`src/design/cmpdc_cfg.svh`:
```
`ifndef CMPDC_CFG_SVH
`define CMPDC_CFG_SVH
// Register byte offsets
`define CMPDC_OFF_VREF 12'h000
`define CMPDC_OFF_C0_CTL0 12'h004
`define CMPDC_OFF_C0_CTL1 12'h008
`define CMPDC_OFF_C0_PSEL 12'h00c
`define CMPDC_OFF_C1_CTL0 12'h010
`define CMPDC_OFF_C1_CTL1 12'h014
`define CMPDC_OFF_C1_PSEL 12'h018
`define CMPDC_OFF_INT_STAT 12'h01c
`define CMPDC_OFF_INT_MASK 12'h020
`define CMPDC_OFF_STATUS 12'h024
// Reference control fields
`define CMPDC_VREF_EN_BIT 7
`define CMPDC_VREF_RDY_BIT 6
`define CMPDC_VREF_TEMP_INDICATOR_ENABLE_BIT 5
`define CMPDC_VREF_TEMP_INDICATOR_RANGE_BIT 4
`define CMPDC_VREF_CGAIN_LSB 2
`define CMPDC_VREF_AGAIN_LSB 0
`define CMPDC_VREF_WMASK 8'hbf
// Control 0 fields
`define CMPDC_C0_ON_BIT 7
`define CMPDC_C0_POL_BIT 4
`define CMPDC_C0_SP_BIT 2
`define CMPDC_C0_HYS_BIT 1
`define CMPDC_C0_SYNC_BIT 0
`define CMPDC_C0_WMASK 8'h97
// Control 1 fields
`define CMPDC_C1_INTP_BIT 7
`define CMPDC_C1_INTN_BIT 6
`define CMPDC_C1_NCH_LSB 0
`define CMPDC_C1_WMASK 8'hc7
`define CMPDC_PSEL_WMASK 8'h07
`define CMPDC_RESET_BYTE 8'h00
`endif

```
`src/design/cmpdc_pkg.sv`:
```
package cmpdc_pkg;
  localparam int NCMP = 2;
  typedef enum logic [1:0] {
    CMPDC_GAIN_OFF = 2'h0,
    CMPDC_GAIN_1X = 2'h1,
    CMPDC_GAIN_2X = 2'h2,
    CMPDC_GAIN_4X = 2'h3
  } cmpdc_gain_t;
  typedef enum logic [1:0] {
    CMPDC_PSRC_PIN,
    CMPDC_PSRC_DAC,
    CMPDC_PSRC_REF,
    CMPDC_PSRC_GND
  } cmpdc_psrc_t;
  typedef enum logic [1:0] {
    CMPDC_NSRC_PIN,
    CMPDC_NSRC_REF,
    CMPDC_NSRC_GND
  } cmpdc_nsrc_t;
  // Analog front-end controls for the reference block
  typedef struct packed {
    logic ref_enable;
    logic temp_indicator_enable;
    logic temp_indicator_range;
    cmpdc_gain_t comparator_ref_gain;
    cmpdc_gain_t adc_ref_gain;
  } cmpdc_vref_ctl_t;
  // Analog controls for one comparator
  typedef struct packed {
    logic comparator_on;
    logic speed_power_select;
    logic hysteresis_enable;
    logic pos_connect;
    cmpdc_psrc_t positive_input_select;
    logic neg_connect;
    cmpdc_nsrc_t negative_input_select;
  } cmpdc_cmp_ctl_t;
endpackage

```
`src/design/cmpdc_top.sv`:
```
// Notes on behaviour
// - Reference enable bit 7 turns the fixed reference on or off.
// - Reference ready flag bit 6 is read-only and always reads one.
// - Bit 5 enables temperature indicator; bit 4 picks high or low range.
// - Comparator buffer gain bits 3-2: 11=4x, 10=2x, 01=1x, 00=off.
// - ADC buffer gain bits 1-0 use the same gain encoding.
// - Hysteresis applies only while its enable bit is set.
// - With sync set, output is latched on timer clock falling edge.
// - With a prescaler, the latch uses the prescaled timer clock.
// - Timer counts on rising edge, so capture on opposite edge avoids races.
// - Output is a timer gate source; software should enable sync then.
// - Rising and falling edge detectors set the flag when enabled.
// - Software clears the flag; an edge during the clear keeps it set.
// - Toggling polarity or on bit while disabled can trigger edges.
// - Positive select routes pin, DAC, reference or ground.
// - With on bit clear, all input selections are disconnected.
// - Negative select routes negative pin, reference or analog ground.
//
// The APB slave port and the register offsets were chosen for this implementation.
`timescale 1ns/100ps
`default_nettype none
`include "cmpdc_cfg.svh"
module cmpdc_top (
  // Clock and reset
  input wire logic pclk,
  input wire logic presetn,
  // APB slave
  input wire logic psel,
  input wire logic penable,
  input wire logic pwrite,
  input wire logic [11:0] paddr,
  input wire logic [31:0] pwdata,
  output logic [31:0] prdata,
  output logic pready,
  output logic pslverr,
  // Analog comparator raw outputs (asynchronous)
  input wire logic [cmpdc_pkg::NCMP-1:0] cmp_raw,
  // Timer clock after prescaler, from the timer (asynchronous)
  input wire logic timer_clk_presc,
  // Analog control outputs
  output cmpdc_pkg::cmpdc_vref_ctl_t vref_ctl,
  output cmpdc_pkg::cmpdc_cmp_ctl_t [cmpdc_pkg::NCMP-1:0] cmp_ctl,
  // Timer gate sources
  output logic [cmpdc_pkg::NCMP-1:0] timer_gate_src,
  // Interrupts
  output logic [cmpdc_pkg::NCMP-1:0] comparator_int_flag,
  output logic irq
);
  import cmpdc_pkg::*;

  // ----------------------------------------
  // Helpers
  // ----------------------------------------
  function automatic cmpdc_psrc_t decode_psel(input logic [2:0] code);
    case (code)
      3'h0: decode_psel = CMPDC_PSRC_PIN;
      3'h1: decode_psel = CMPDC_PSRC_DAC;
      3'h2: decode_psel = CMPDC_PSRC_REF;
      default: decode_psel = CMPDC_PSRC_GND;
    endcase
  endfunction

  function automatic cmpdc_nsrc_t decode_nsel(input logic [2:0] code);
    case (code)
      3'h0: decode_nsel = CMPDC_NSRC_PIN;
      3'h1: decode_nsel = CMPDC_NSRC_REF;
      default: decode_nsel = CMPDC_NSRC_GND;
    endcase
  endfunction

  // Access hit on one register offset
  function automatic logic hit(input logic en, input logic [11:0] addr, input logic [11:0] off);
    hit = en && (addr == off);
  endfunction

  // Offsets of the per-comparator registers
  function automatic logic [11:0] ctl0_off(input int idx);
    ctl0_off = (idx == 0) ? `CMPDC_OFF_C0_CTL0 : `CMPDC_OFF_C1_CTL0;
  endfunction

  function automatic logic [11:0] ctl1_off(input int idx);
    ctl1_off = (idx == 0) ? `CMPDC_OFF_C0_CTL1 : `CMPDC_OFF_C1_CTL1;
  endfunction

  function automatic logic [11:0] psel_off(input int idx);
    psel_off = (idx == 0) ? `CMPDC_OFF_C0_PSEL : `CMPDC_OFF_C1_PSEL;
  endfunction

  // Reference block controls from one register byte
  function automatic cmpdc_vref_ctl_t vref_ctl_of(input logic [7:0] v);
    cmpdc_vref_ctl_t c;
    c.ref_enable = v[`CMPDC_VREF_EN_BIT];
    c.temp_indicator_enable = v[`CMPDC_VREF_TEMP_INDICATOR_ENABLE_BIT];
    c.temp_indicator_range = v[`CMPDC_VREF_TEMP_INDICATOR_RANGE_BIT];
    c.comparator_ref_gain = cmpdc_gain_t'(v[`CMPDC_VREF_CGAIN_LSB +: 2]);
    c.adc_ref_gain = cmpdc_gain_t'(v[`CMPDC_VREF_AGAIN_LSB +: 2]);
    return c;
  endfunction

  // Comparator analog controls from its three register bytes
  function automatic cmpdc_cmp_ctl_t cmp_ctl_of(input logic [7:0] c0, input logic [7:0] c1, input logic [7:0] ps);
    cmpdc_cmp_ctl_t c;
    c.comparator_on = c0[`CMPDC_C0_ON_BIT];
    c.speed_power_select = c0[`CMPDC_C0_SP_BIT];
    c.hysteresis_enable = c0[`CMPDC_C0_HYS_BIT];
    c.positive_input_select = decode_psel(ps[2:0]);
    c.negative_input_select = decode_nsel(c1[`CMPDC_C1_NCH_LSB +: 3]);
    c.pos_connect = c0[`CMPDC_C0_ON_BIT];
    c.neg_connect = c0[`CMPDC_C0_ON_BIT];
    return c;
  endfunction

  // ----------------------------------------
  // Input synchronisers
  // ----------------------------------------
  logic [NCMP-1:0] raw_s1_r;
  logic [NCMP-1:0] raw_s2_r;
  logic tclk_s1_r;
  logic tclk_s2_r;
  logic tclk_s3_r;

  always_ff @(posedge pclk or negedge presetn) begin
    if (!presetn) begin
      raw_s1_r <= '0;
      raw_s2_r <= '0;
      tclk_s1_r <= 1'b0;
      tclk_s2_r <= 1'b0;
      tclk_s3_r <= 1'b0;
    end else begin
      raw_s1_r <= cmp_raw;
      raw_s2_r <= raw_s1_r;
      tclk_s1_r <= timer_clk_presc;
      tclk_s2_r <= tclk_s1_r;
      tclk_s3_r <= tclk_s2_r;
    end
  end

  logic tclk_fall;
  assign tclk_fall = tclk_s3_r & ~tclk_s2_r;

  // ----------------------------------------
  // Registers
  // ----------------------------------------
  logic [7:0] vref_r;
  logic [NCMP-1:0][7:0] ctl0_r;
  logic [NCMP-1:0][7:0] ctl1_r;
  logic [NCMP-1:0][7:0] psel_r;
  logic [NCMP-1:0] int_mask_r;
  logic [NCMP-1:0] flag_r;
  logic [NCMP-1:0] flag_nxt;
  logic [7:0] vref_nxt;
  logic [NCMP-1:0][7:0] ctl0_nxt;
  logic [NCMP-1:0][7:0] ctl1_nxt;
  logic [NCMP-1:0][7:0] psel_nxt;
  logic [NCMP-1:0] int_mask_nxt;

  logic wr_en;
  logic rd_en;
  assign wr_en = psel & penable & pwrite;
  assign rd_en = psel & penable & ~pwrite;

  // Zero wait states
  assign pready = 1'b1;

  logic addr_ok;
  always_comb begin
    unique case (paddr)
      `CMPDC_OFF_VREF, `CMPDC_OFF_C0_CTL0, `CMPDC_OFF_C0_CTL1, `CMPDC_OFF_C0_PSEL,
      `CMPDC_OFF_C1_CTL0, `CMPDC_OFF_C1_CTL1, `CMPDC_OFF_C1_PSEL,
      `CMPDC_OFF_INT_STAT, `CMPDC_OFF_INT_MASK, `CMPDC_OFF_STATUS: addr_ok = 1'b1;
      default: addr_ok = 1'b0;
    endcase
  end
  assign pslverr = psel & penable & ~addr_ok;

  // ----------------------------------------
  // Register write merge
  // ----------------------------------------
  always_comb begin
    vref_nxt = vref_r;
    if (hit(wr_en, paddr, `CMPDC_OFF_VREF)) begin
      vref_nxt = pwdata[7:0] & `CMPDC_VREF_WMASK;
    end
  end

  always_comb begin
    for (int i = 0; i < NCMP; i++) begin
      ctl0_nxt[i] = ctl0_r[i];
      ctl1_nxt[i] = ctl1_r[i];
      psel_nxt[i] = psel_r[i];
      if (hit(wr_en, paddr, ctl0_off(i))) begin
        ctl0_nxt[i] = pwdata[7:0] & `CMPDC_C0_WMASK;
      end
      if (hit(wr_en, paddr, ctl1_off(i))) begin
        ctl1_nxt[i] = pwdata[7:0] & `CMPDC_C1_WMASK;
      end
      if (hit(wr_en, paddr, psel_off(i))) begin
        psel_nxt[i] = pwdata[7:0] & `CMPDC_PSEL_WMASK;
      end
    end
  end

  always_comb begin
    int_mask_nxt = int_mask_r;
    if (hit(wr_en, paddr, `CMPDC_OFF_INT_MASK)) begin
      int_mask_nxt = pwdata[NCMP-1:0];
    end
  end

  always_ff @(posedge pclk or negedge presetn) begin
    if (!presetn) begin
      vref_r <= `CMPDC_RESET_BYTE;
    end else begin
      vref_r <= vref_nxt;
    end
  end

  always_ff @(posedge pclk or negedge presetn) begin
    if (!presetn) begin
      ctl0_r <= '0;
    end else begin
      ctl0_r <= ctl0_nxt;
    end
  end

  always_ff @(posedge pclk or negedge presetn) begin
    if (!presetn) begin
      ctl1_r <= '0;
    end else begin
      ctl1_r <= ctl1_nxt;
    end
  end

  always_ff @(posedge pclk or negedge presetn) begin
    if (!presetn) begin
      psel_r <= '0;
    end else begin
      psel_r <= psel_nxt;
    end
  end

  always_ff @(posedge pclk or negedge presetn) begin
    if (!presetn) begin
      int_mask_r <= '0;
    end else begin
      int_mask_r <= int_mask_nxt;
    end
  end

  // ----------------------------------------
  // Analog control outputs
  // ----------------------------------------
  // Loaded from the merged next values, so they change at the same edge as the registers
  always_ff @(posedge pclk or negedge presetn) begin
    if (!presetn) begin
      vref_ctl <= '0;
    end else begin
      vref_ctl <= vref_ctl_of(vref_nxt);
    end
  end

  always_ff @(posedge pclk or negedge presetn) begin
    if (!presetn) begin
      cmp_ctl <= '0;
    end else begin
      for (int i = 0; i < NCMP; i++) begin
        cmp_ctl[i] <= cmp_ctl_of(ctl0_nxt[i], ctl1_nxt[i], psel_nxt[i]);
      end
    end
  end

  // ----------------------------------------
  // Comparator output path
  // ----------------------------------------
  logic [NCMP-1:0] cmp_out;
  logic [NCMP-1:0] cmp_out_d_r;
  logic [NCMP-1:0] sync_lat_r;

  // off gives zero, polarity still applies
  always_comb begin
    for (int i = 0; i < NCMP; i++) begin
      cmp_out[i] = (raw_s2_r[i] & ctl0_r[i][`CMPDC_C0_ON_BIT]) ^ ctl0_r[i][`CMPDC_C0_POL_BIT];
    end
  end

  // timer clock is the prescaled one
  always_ff @(posedge pclk or negedge presetn) begin
    if (!presetn) begin
      sync_lat_r <= '0;
    end else if (tclk_fall) begin
      sync_lat_r <= cmp_out;
    end
  end

  always_ff @(posedge pclk or negedge presetn) begin
    if (!presetn) begin
      timer_gate_src <= '0;
    end else begin
      for (int i = 0; i < NCMP; i++) begin
        timer_gate_src[i] <= ctl0_r[i][`CMPDC_C0_SYNC_BIT] ? sync_lat_r[i] : cmp_out[i];
      end
    end
  end

  always_ff @(posedge pclk or negedge presetn) begin
    if (!presetn) begin
      cmp_out_d_r <= '0;
    end else begin
      cmp_out_d_r <= cmp_out;
    end
  end

  // ----------------------------------------
  // Edge detect and flags
  // ----------------------------------------
  logic [NCMP-1:0] rise_hit;
  logic [NCMP-1:0] fall_hit;
  logic [NCMP-1:0] edge_hit;
  logic stat_rd;
  assign stat_rd = rd_en && paddr == `CMPDC_OFF_INT_STAT;

  always_comb begin
    for (int i = 0; i < NCMP; i++) begin
      rise_hit[i] = cmp_out[i] & ~cmp_out_d_r[i] & ctl1_r[i][`CMPDC_C1_INTP_BIT];
      fall_hit[i] = ~cmp_out[i] & cmp_out_d_r[i] & ctl1_r[i][`CMPDC_C1_INTN_BIT];
      edge_hit[i] = rise_hit[i] | fall_hit[i];
      flag_nxt[i] = edge_hit[i] | (flag_r[i] & ~stat_rd);
    end
  end

  always_ff @(posedge pclk or negedge presetn) begin
    if (!presetn) begin
      flag_r <= '0;
    end else begin
      flag_r <= flag_nxt;
    end
  end

  assign comparator_int_flag = flag_r;
  assign irq = |(flag_r & int_mask_r);

  // ----------------------------------------
  // Read data
  // ----------------------------------------
  always_ff @(posedge pclk or negedge presetn) begin
    if (!presetn) begin
      prdata <= '0;
    end else if (psel && !penable && !pwrite) begin
      prdata <= '0;
      unique case (paddr)
        `CMPDC_OFF_VREF: prdata[7:0] <= vref_r | (8'h01 << `CMPDC_VREF_RDY_BIT);
        `CMPDC_OFF_C0_CTL0: prdata[7:0] <= ctl0_r[0];
        `CMPDC_OFF_C0_CTL1: prdata[7:0] <= ctl1_r[0];
        `CMPDC_OFF_C0_PSEL: prdata[7:0] <= psel_r[0];
        `CMPDC_OFF_C1_CTL0: prdata[7:0] <= ctl0_r[1];
        `CMPDC_OFF_C1_CTL1: prdata[7:0] <= ctl1_r[1];
        `CMPDC_OFF_C1_PSEL: prdata[7:0] <= psel_r[1];
        `CMPDC_OFF_INT_STAT: prdata[NCMP-1:0] <= flag_nxt;
        `CMPDC_OFF_INT_MASK: prdata[NCMP-1:0] <= int_mask_r;
        `CMPDC_OFF_STATUS: prdata[NCMP-1:0] <= timer_gate_src;
        default: prdata <= '0;
      endcase
    end
  end
endmodule
`default_nettype wire

```
`config.mk`:
```
export PLATFORM = sky130hd
export DESIGN_NAME = cmpdc_top
export DESIGN_NICKNAME = d
export VERILOG_FILES = /design/src/design/cmpdc_pkg.sv /design/src/design/cmpdc_top.sv
export VERILOG_INCLUDE_DIRS = /design/src /design/src/design
export SDC_FILE = /design/constraint.sdc
export NUM_CORES = 1
export LEC_CHECK = 0
export BUFFER_PORTS_ARGS = -buffer_cell sky130_fd_sc_hd__buf_2
export CAP_MARGIN = 20
export CORE_ASPECT_RATIO = 1.75
export CORE_MARGIN = 2
export CORE_UTILIZATION = 35
export DETAILED_ROUTE_END_ITERATION = 6
export GPL_TIMING_DRIVEN = 0
export MAX_ROUTING_LAYER = met4
export PLACE_DENSITY_LB_ADDON = 0.1
export SYNTH_ARGS = -nofsm -noshare
export SYNTH_HDL_FRONTEND = slang
export SYNTH_SLANG_ARGS = --single-unit
```
`constraint.sdc`:
```
create_clock -name pclk -period 1.7 [get_ports pclk]
set_clock_uncertainty 0.1 [all_clocks]
set_input_delay 0.34 -clock pclk [delete_from_list [all_inputs] [get_ports pclk]]
set_output_delay 0.34 -clock pclk [all_outputs]
set_load 0.1 [all_outputs]
```
After elaboration in Yosys (flattened, before gate mapping)

Index checks and enable logic that the tools add are counted.

Register bits: 79
Input bits: 52
Output and inout bits: 64
Word-level logic and storage cells: 120

Bitwise operators: 32
Reduce and logical (&&, ||, !) cells: 20
Eq/ne operators: 15
Muxes and demuxes: 16

Operators by type and width:

| operator              | number |
|---|---|
| $eq A12 B5 Y1 const B | 4 |
| $pmux W6 S7           | 1 |
| $eq A12 B4 Y1 const B | 2 |
| $eq A12 B6 Y1 const B | 2 |
| $mux W8               | 3 |
| $pmux W2 S10          | 1 |
| $and A1 B1 Y1         | 17 |
| $eq A12 B3 Y1 const B | 1 |
| $eq A3 B1 Y1 const B  | 4 |
| $logic_not A12 Y1     | 1 |
| $logic_not A3 Y1      | 4 |
| $mux W3               | 4 |
| $pmux W2 S3           | 2 |
| $logic_and A1 B1 Y1   | 11 |
| $reduce_or A10 Y1     | 1 |
| $not A1 Y1            | 8 |
| $pmux W2 S2           | 2 |
| $eq A3 B2 Y1 const B  | 2 |
| $or A1 B1 Y1          | 4 |
| $mux W1               | 3 |
| $and A2 B2 Y2         | 1 |
| $logic_not A1 Y1      | 2 |
| $reduce_or A2 Y1      | 1 |
| $xor A1 B1 Y1         | 2 |

Longest topological paths before layout

Depth in word-level cells: 8
Gate-level depth with buffers: 6
Depth with buffers taken out: 4

Worst setup path before layout

OpenSTA, ideal clock, no wires.

Path kind: input -> output
Start point: input port paddr[5]
End point: output port pslverr
Slack: -1.015 ns
Arrival time: 2.275 ns
Stages: 4
Path through: buf_1 o21ai_0 nor4b_1 nor2_1

Word-level cells in the longest chain between the ends: 5
Elaborated cells between the ends (all ways): 14

Ends and longest elaborated chain:

| item                                  | RTL line         | RTL |
|---|---|---|
| start: declaration                    | cmpdc_top.sv:31  | `input wire logic [11:0] paddr,` |
| $eq A12 B3 Y1 (tied with other cells) | cmpdc_top.sv:167 | `unique case (paddr)` |
| $reduce_or A10 Y1 *                   | cmpdc_top.sv:167 |  |
| $mux W1 *                             | cmpdc_top.sv:167 |  |
| $not A1 Y1 *                          | cmpdc_top.sv:174 | `assign pslverr = psel & penable & ~addr_ok;` |
| $and A1 B1 Y1 *                       | cmpdc_top.sv:174 |  |
| end: declaration                      | cmpdc_top.sv:35  | `output logic pslverr,` |

Every way passes the cells marked *; elsewhere a longest branch is shown, timed or not.

==> impl_metrics.ini <==
[status]
status = finished, violations left
violations = negative setup slack

[routing]
remaining_drc_errors = 0
drtPass1Iterations = 4
vias_per_cell = 4.86
drt-total-wl_microns = 9120
drt-initial-drc-count = 89
vias = 2587
wl_per_cell_microns = 17.1
antenna_left = 0

[timing]
setup_ws_ns = -0.355
timing.setup.tns_ns = -11.64
hold_viol_final = 0
fin_crit_sh_pct = 121
holdWs_ns = 0.0131
relSlewSlack_pct = 42.3
drv_slew = 0
setup_viol = 49
max_freq_mhz = 487
grt_setup_unrepaired = true
min_period_ns = 2.06
tightestPinTransition_ns = 0.866

[clock_tree]
tritoncts = done
holdBufCountCts = 0
htreeDepth = 3
cts.sinks = 66
cts_root_buf = clkbuf_16
numCtsBuffers = 9
cts_buffer_depth = 2
path_clk_slew_ns = 0.06
clk_latency_ns = 0.33

[floorplanning]
start_util_pct = 36.0
die_w_microns = 78.6
rows = 47
die_h_microns = 134
core_region_area_sq_um = 9470
die_area_sq_um = 10600
ios = 116

[setup_path]
end_kind = register
crit_path_cell_trace = buf_6 > or4_4 > buf_6 > nor4_4 > buf_4 > nor3b_4 > buf_12 > mux2_4
cp_data_required_time_ns = 1.81
critPathMaxStageDelay_ns = 0.57
critical_path_class = in -> reg
critPathLaunchType = primary input
crit_path_max_fanout = 7
crit_arrival_ns = 2.16
cpMostUsedCell = buf_6
critPathSlowestCell = or4_4

[pwr]
switching_power_uw = 1090
total_power_uw = 3950
seq_power_share_pct = 40.1
clockPowerShare_pct = 47.0
peakVddDrop_mv = 0.610
combPwrFrac_pct = 12.9
sw_frac_of_total_pct = 27.6
cellLeakagePower_uw = 0.00246
power_density_nw_per_um2 = 830
cellInternalPower_uw = 2860

[logic_synthesis]
synth_edf_count = 0
postSynthAreaPerCell_sq_um = 11.8
synth_xor_area_share_pct = 0
ys_seq_area_share_pct = 48.5
ys.warnings.count = 0
synth.distinct_cells = 47
postSynthRegisterBits = 66
muxShareOfSynthArea_pct = 19.8
async_flop_share_pct = 100
netlist_instances = 289
synth_top_family_by_area = multiplexers
synth-simple-area-share_pct = 14.1
synth_fa_ha_area_share_pct = 0
syn_area_sq_um = 3400
synth_compound_area_share_pct = 7.46
synthFlopType = dfrtp_1

[final_layout]
mostFrequentLayoutCells = dfrtp_1 (64), buf_2 (52), buf_4 (51)
syn_to_final_growth_pct = 39.8
layout-drive-gt1-share_pct = 52.7
n_antenna_cell = 0
final_util_pct = 50.3
fin_cells = 532
final_common_cell = dfrtp_1
layout.nets = 457

[grt]
track_usage_pct = 19.0
antenna_found_initial = 0
grt_pass1_wl_microns = 14600
overflow = 0
first_global_vias = 2661
grt_max_degree = 67

[hold_path]
hp-class = in -> async

[placed_design]
placedCellCount = 499
gp_congestion = 0.815
port_buffers = 65
dp_hpwl_microns = 6470

[run]
maxCapViolCount = 0
## cell families after synthesis
group                  after synthesis
and+or+nand+nor                     74
DFF                                 66
muxes                               61
buffers and inverters               52
AOI/OAI and AO/OA                   34
other                                2
## cell usage after synthesis (2+ instances only)
| master | n | area share, % |
|---|---|---|
| a211o_1 | 3 | 0.77 |
| a21boi_0 | 2 | 0.44 |
| a22o_1 | 3 | 0.77 |
| a31oi_1 | 2 | 0.37 |
| and3b_1 | 2 | 0.51 |
| buf_1 | 3 | 0.33 |
| buf_4 | 35 | 7.7 |
| clkbuf_1 | 7 | 0.77 |
| conb_1 | 2 | 0.22 |
| dfrtp_1 | 66 | 49 |
| inv_1 | 5 | 0.55 |
| mux2_2 | 41 | 14 |
| mux2i_1 | 19 | 5.6 |
| nand2_1 | 14 | 1.5 |
| nand2b_1 | 2 | 0.37 |
| nand3_1 | 4 | 0.59 |
| nand3b_1 | 4 | 0.88 |
| nand4_1 | 2 | 0.37 |
| nor2_1 | 14 | 1.5 |
| nor2b_1 | 4 | 0.73 |
| nor3_1 | 6 | 0.88 |
| nor4_1 | 2 | 0.37 |
| nor4_4 | 2 | 1.2 |
| nor4b_1 | 2 | 0.51 |
| nor4b_4 | 2 | 1.4 |
| o211a_1 | 2 | 0.59 |
| o21a_1 | 2 | 0.44 |
| o21ai_0 | 9 | 1.3 |
| o2bb2ai_1 | 2 | 0.51 |
| o311ai_0 | 2 | 0.51 |
| o32ai_1 | 3 | 0.77 |
| or2_2 | 5 | 0.92 |
| or4b_2 | 2 | 0.59 |
## metal layers
metal	global-route usage (%)	share of wire, %
met4	10.4	4.0
met1	23.2	42
met3	3.81	4.7
met2	29.3	50
met5	-	0
## sequential cells by signal, summed over array words and instances, names as in the netlist
register and flops:
ctl0_r 10, ctl1_r 10, cmp_ctl 8, prdata 8, psel_r 6, vref_r 5
cmp_out_d_r 2, comparator_int_flag 2, int_mask_r 2, raw_s1_r 2, raw_s2_r 2, sync_lat_r 2
timer_gate_src 2, vref_ctl 2, tclk_s1_r 1, tclk_s2_r 1, tclk_s3_r 1
## cell type report
type	instances	area [sq um]
well taps	122	153
clock inverters	5	53.8
inverters	5	18.8
fillers	895	4710
plain buffers	44	313
multi-input cells	194	1740
repair buffers	85	586
clock buffers	11	243
flip-flops and latches	66	1650
## worst max-delay path, delay by kind of cell
family / cells / cell delay, ns
and+or+nand+nor: 3 / 0.93
buffers and inverters: 4 / 0.59
muxes: 1 / 0.30
## power groups by stage
stage / registers [uW] / logic, uW / clock network (uW)
2_1_floorplan: 1620 / 374 / 0
3_3_place_gp: 1610 / 488 / 0
3_5_place_dp: 1610 / 489 / 0
4_1_cts: 1590 / 505 / 1910
5_1_grt: 1590 / 534 / 1970
6_report: 1590 / 509 / 1860
## path summary, 6_finish.rpt
kind | start | endpoint | slack [ns] | cells after the start
setup / recovery | paddr[7] | ctl1_r[9] | -0.36 | 8
hold / removal | presetn | cmp_ctl[3] | 0.01 | 1
setup reg to reg | ctl0_r[12] | prdata[1] | 0.09 | 4
hold reg to reg | raw_s1_r[1] | raw_s2_r[1] | 0.25 | 0
max in group asynchronous | presetn | comparator_int_flag[1] | 0.86 | 1
min in group pclk | cmp_raw[1] | raw_s1_r[1] | 0.02 | 1
## per-stage QoR
stage / instance area, sq um / setup slack [ns]
4_1_cts: 4720 / -0.379
3_3_place_gp: 4010 / -1.19
2_1_floorplan: 3530 / -0.703
6_report: 4760 / -0.355
5_1_grt: 4760 / -0.392
3_5_place_dp: 4010 / -1.20
## repair_timing
| item | CTS | global route |
|---|---|---|
| pin swaps | 12 | 4 |
| buffers inserted | 19 | 1 |
| gates cloned | 0 | 0 |
| resized for setup | 75 | 9 |
| setup endpoints to repair | 63 | 54 |
Note: power is estimated with default switching activity, not from simulation.
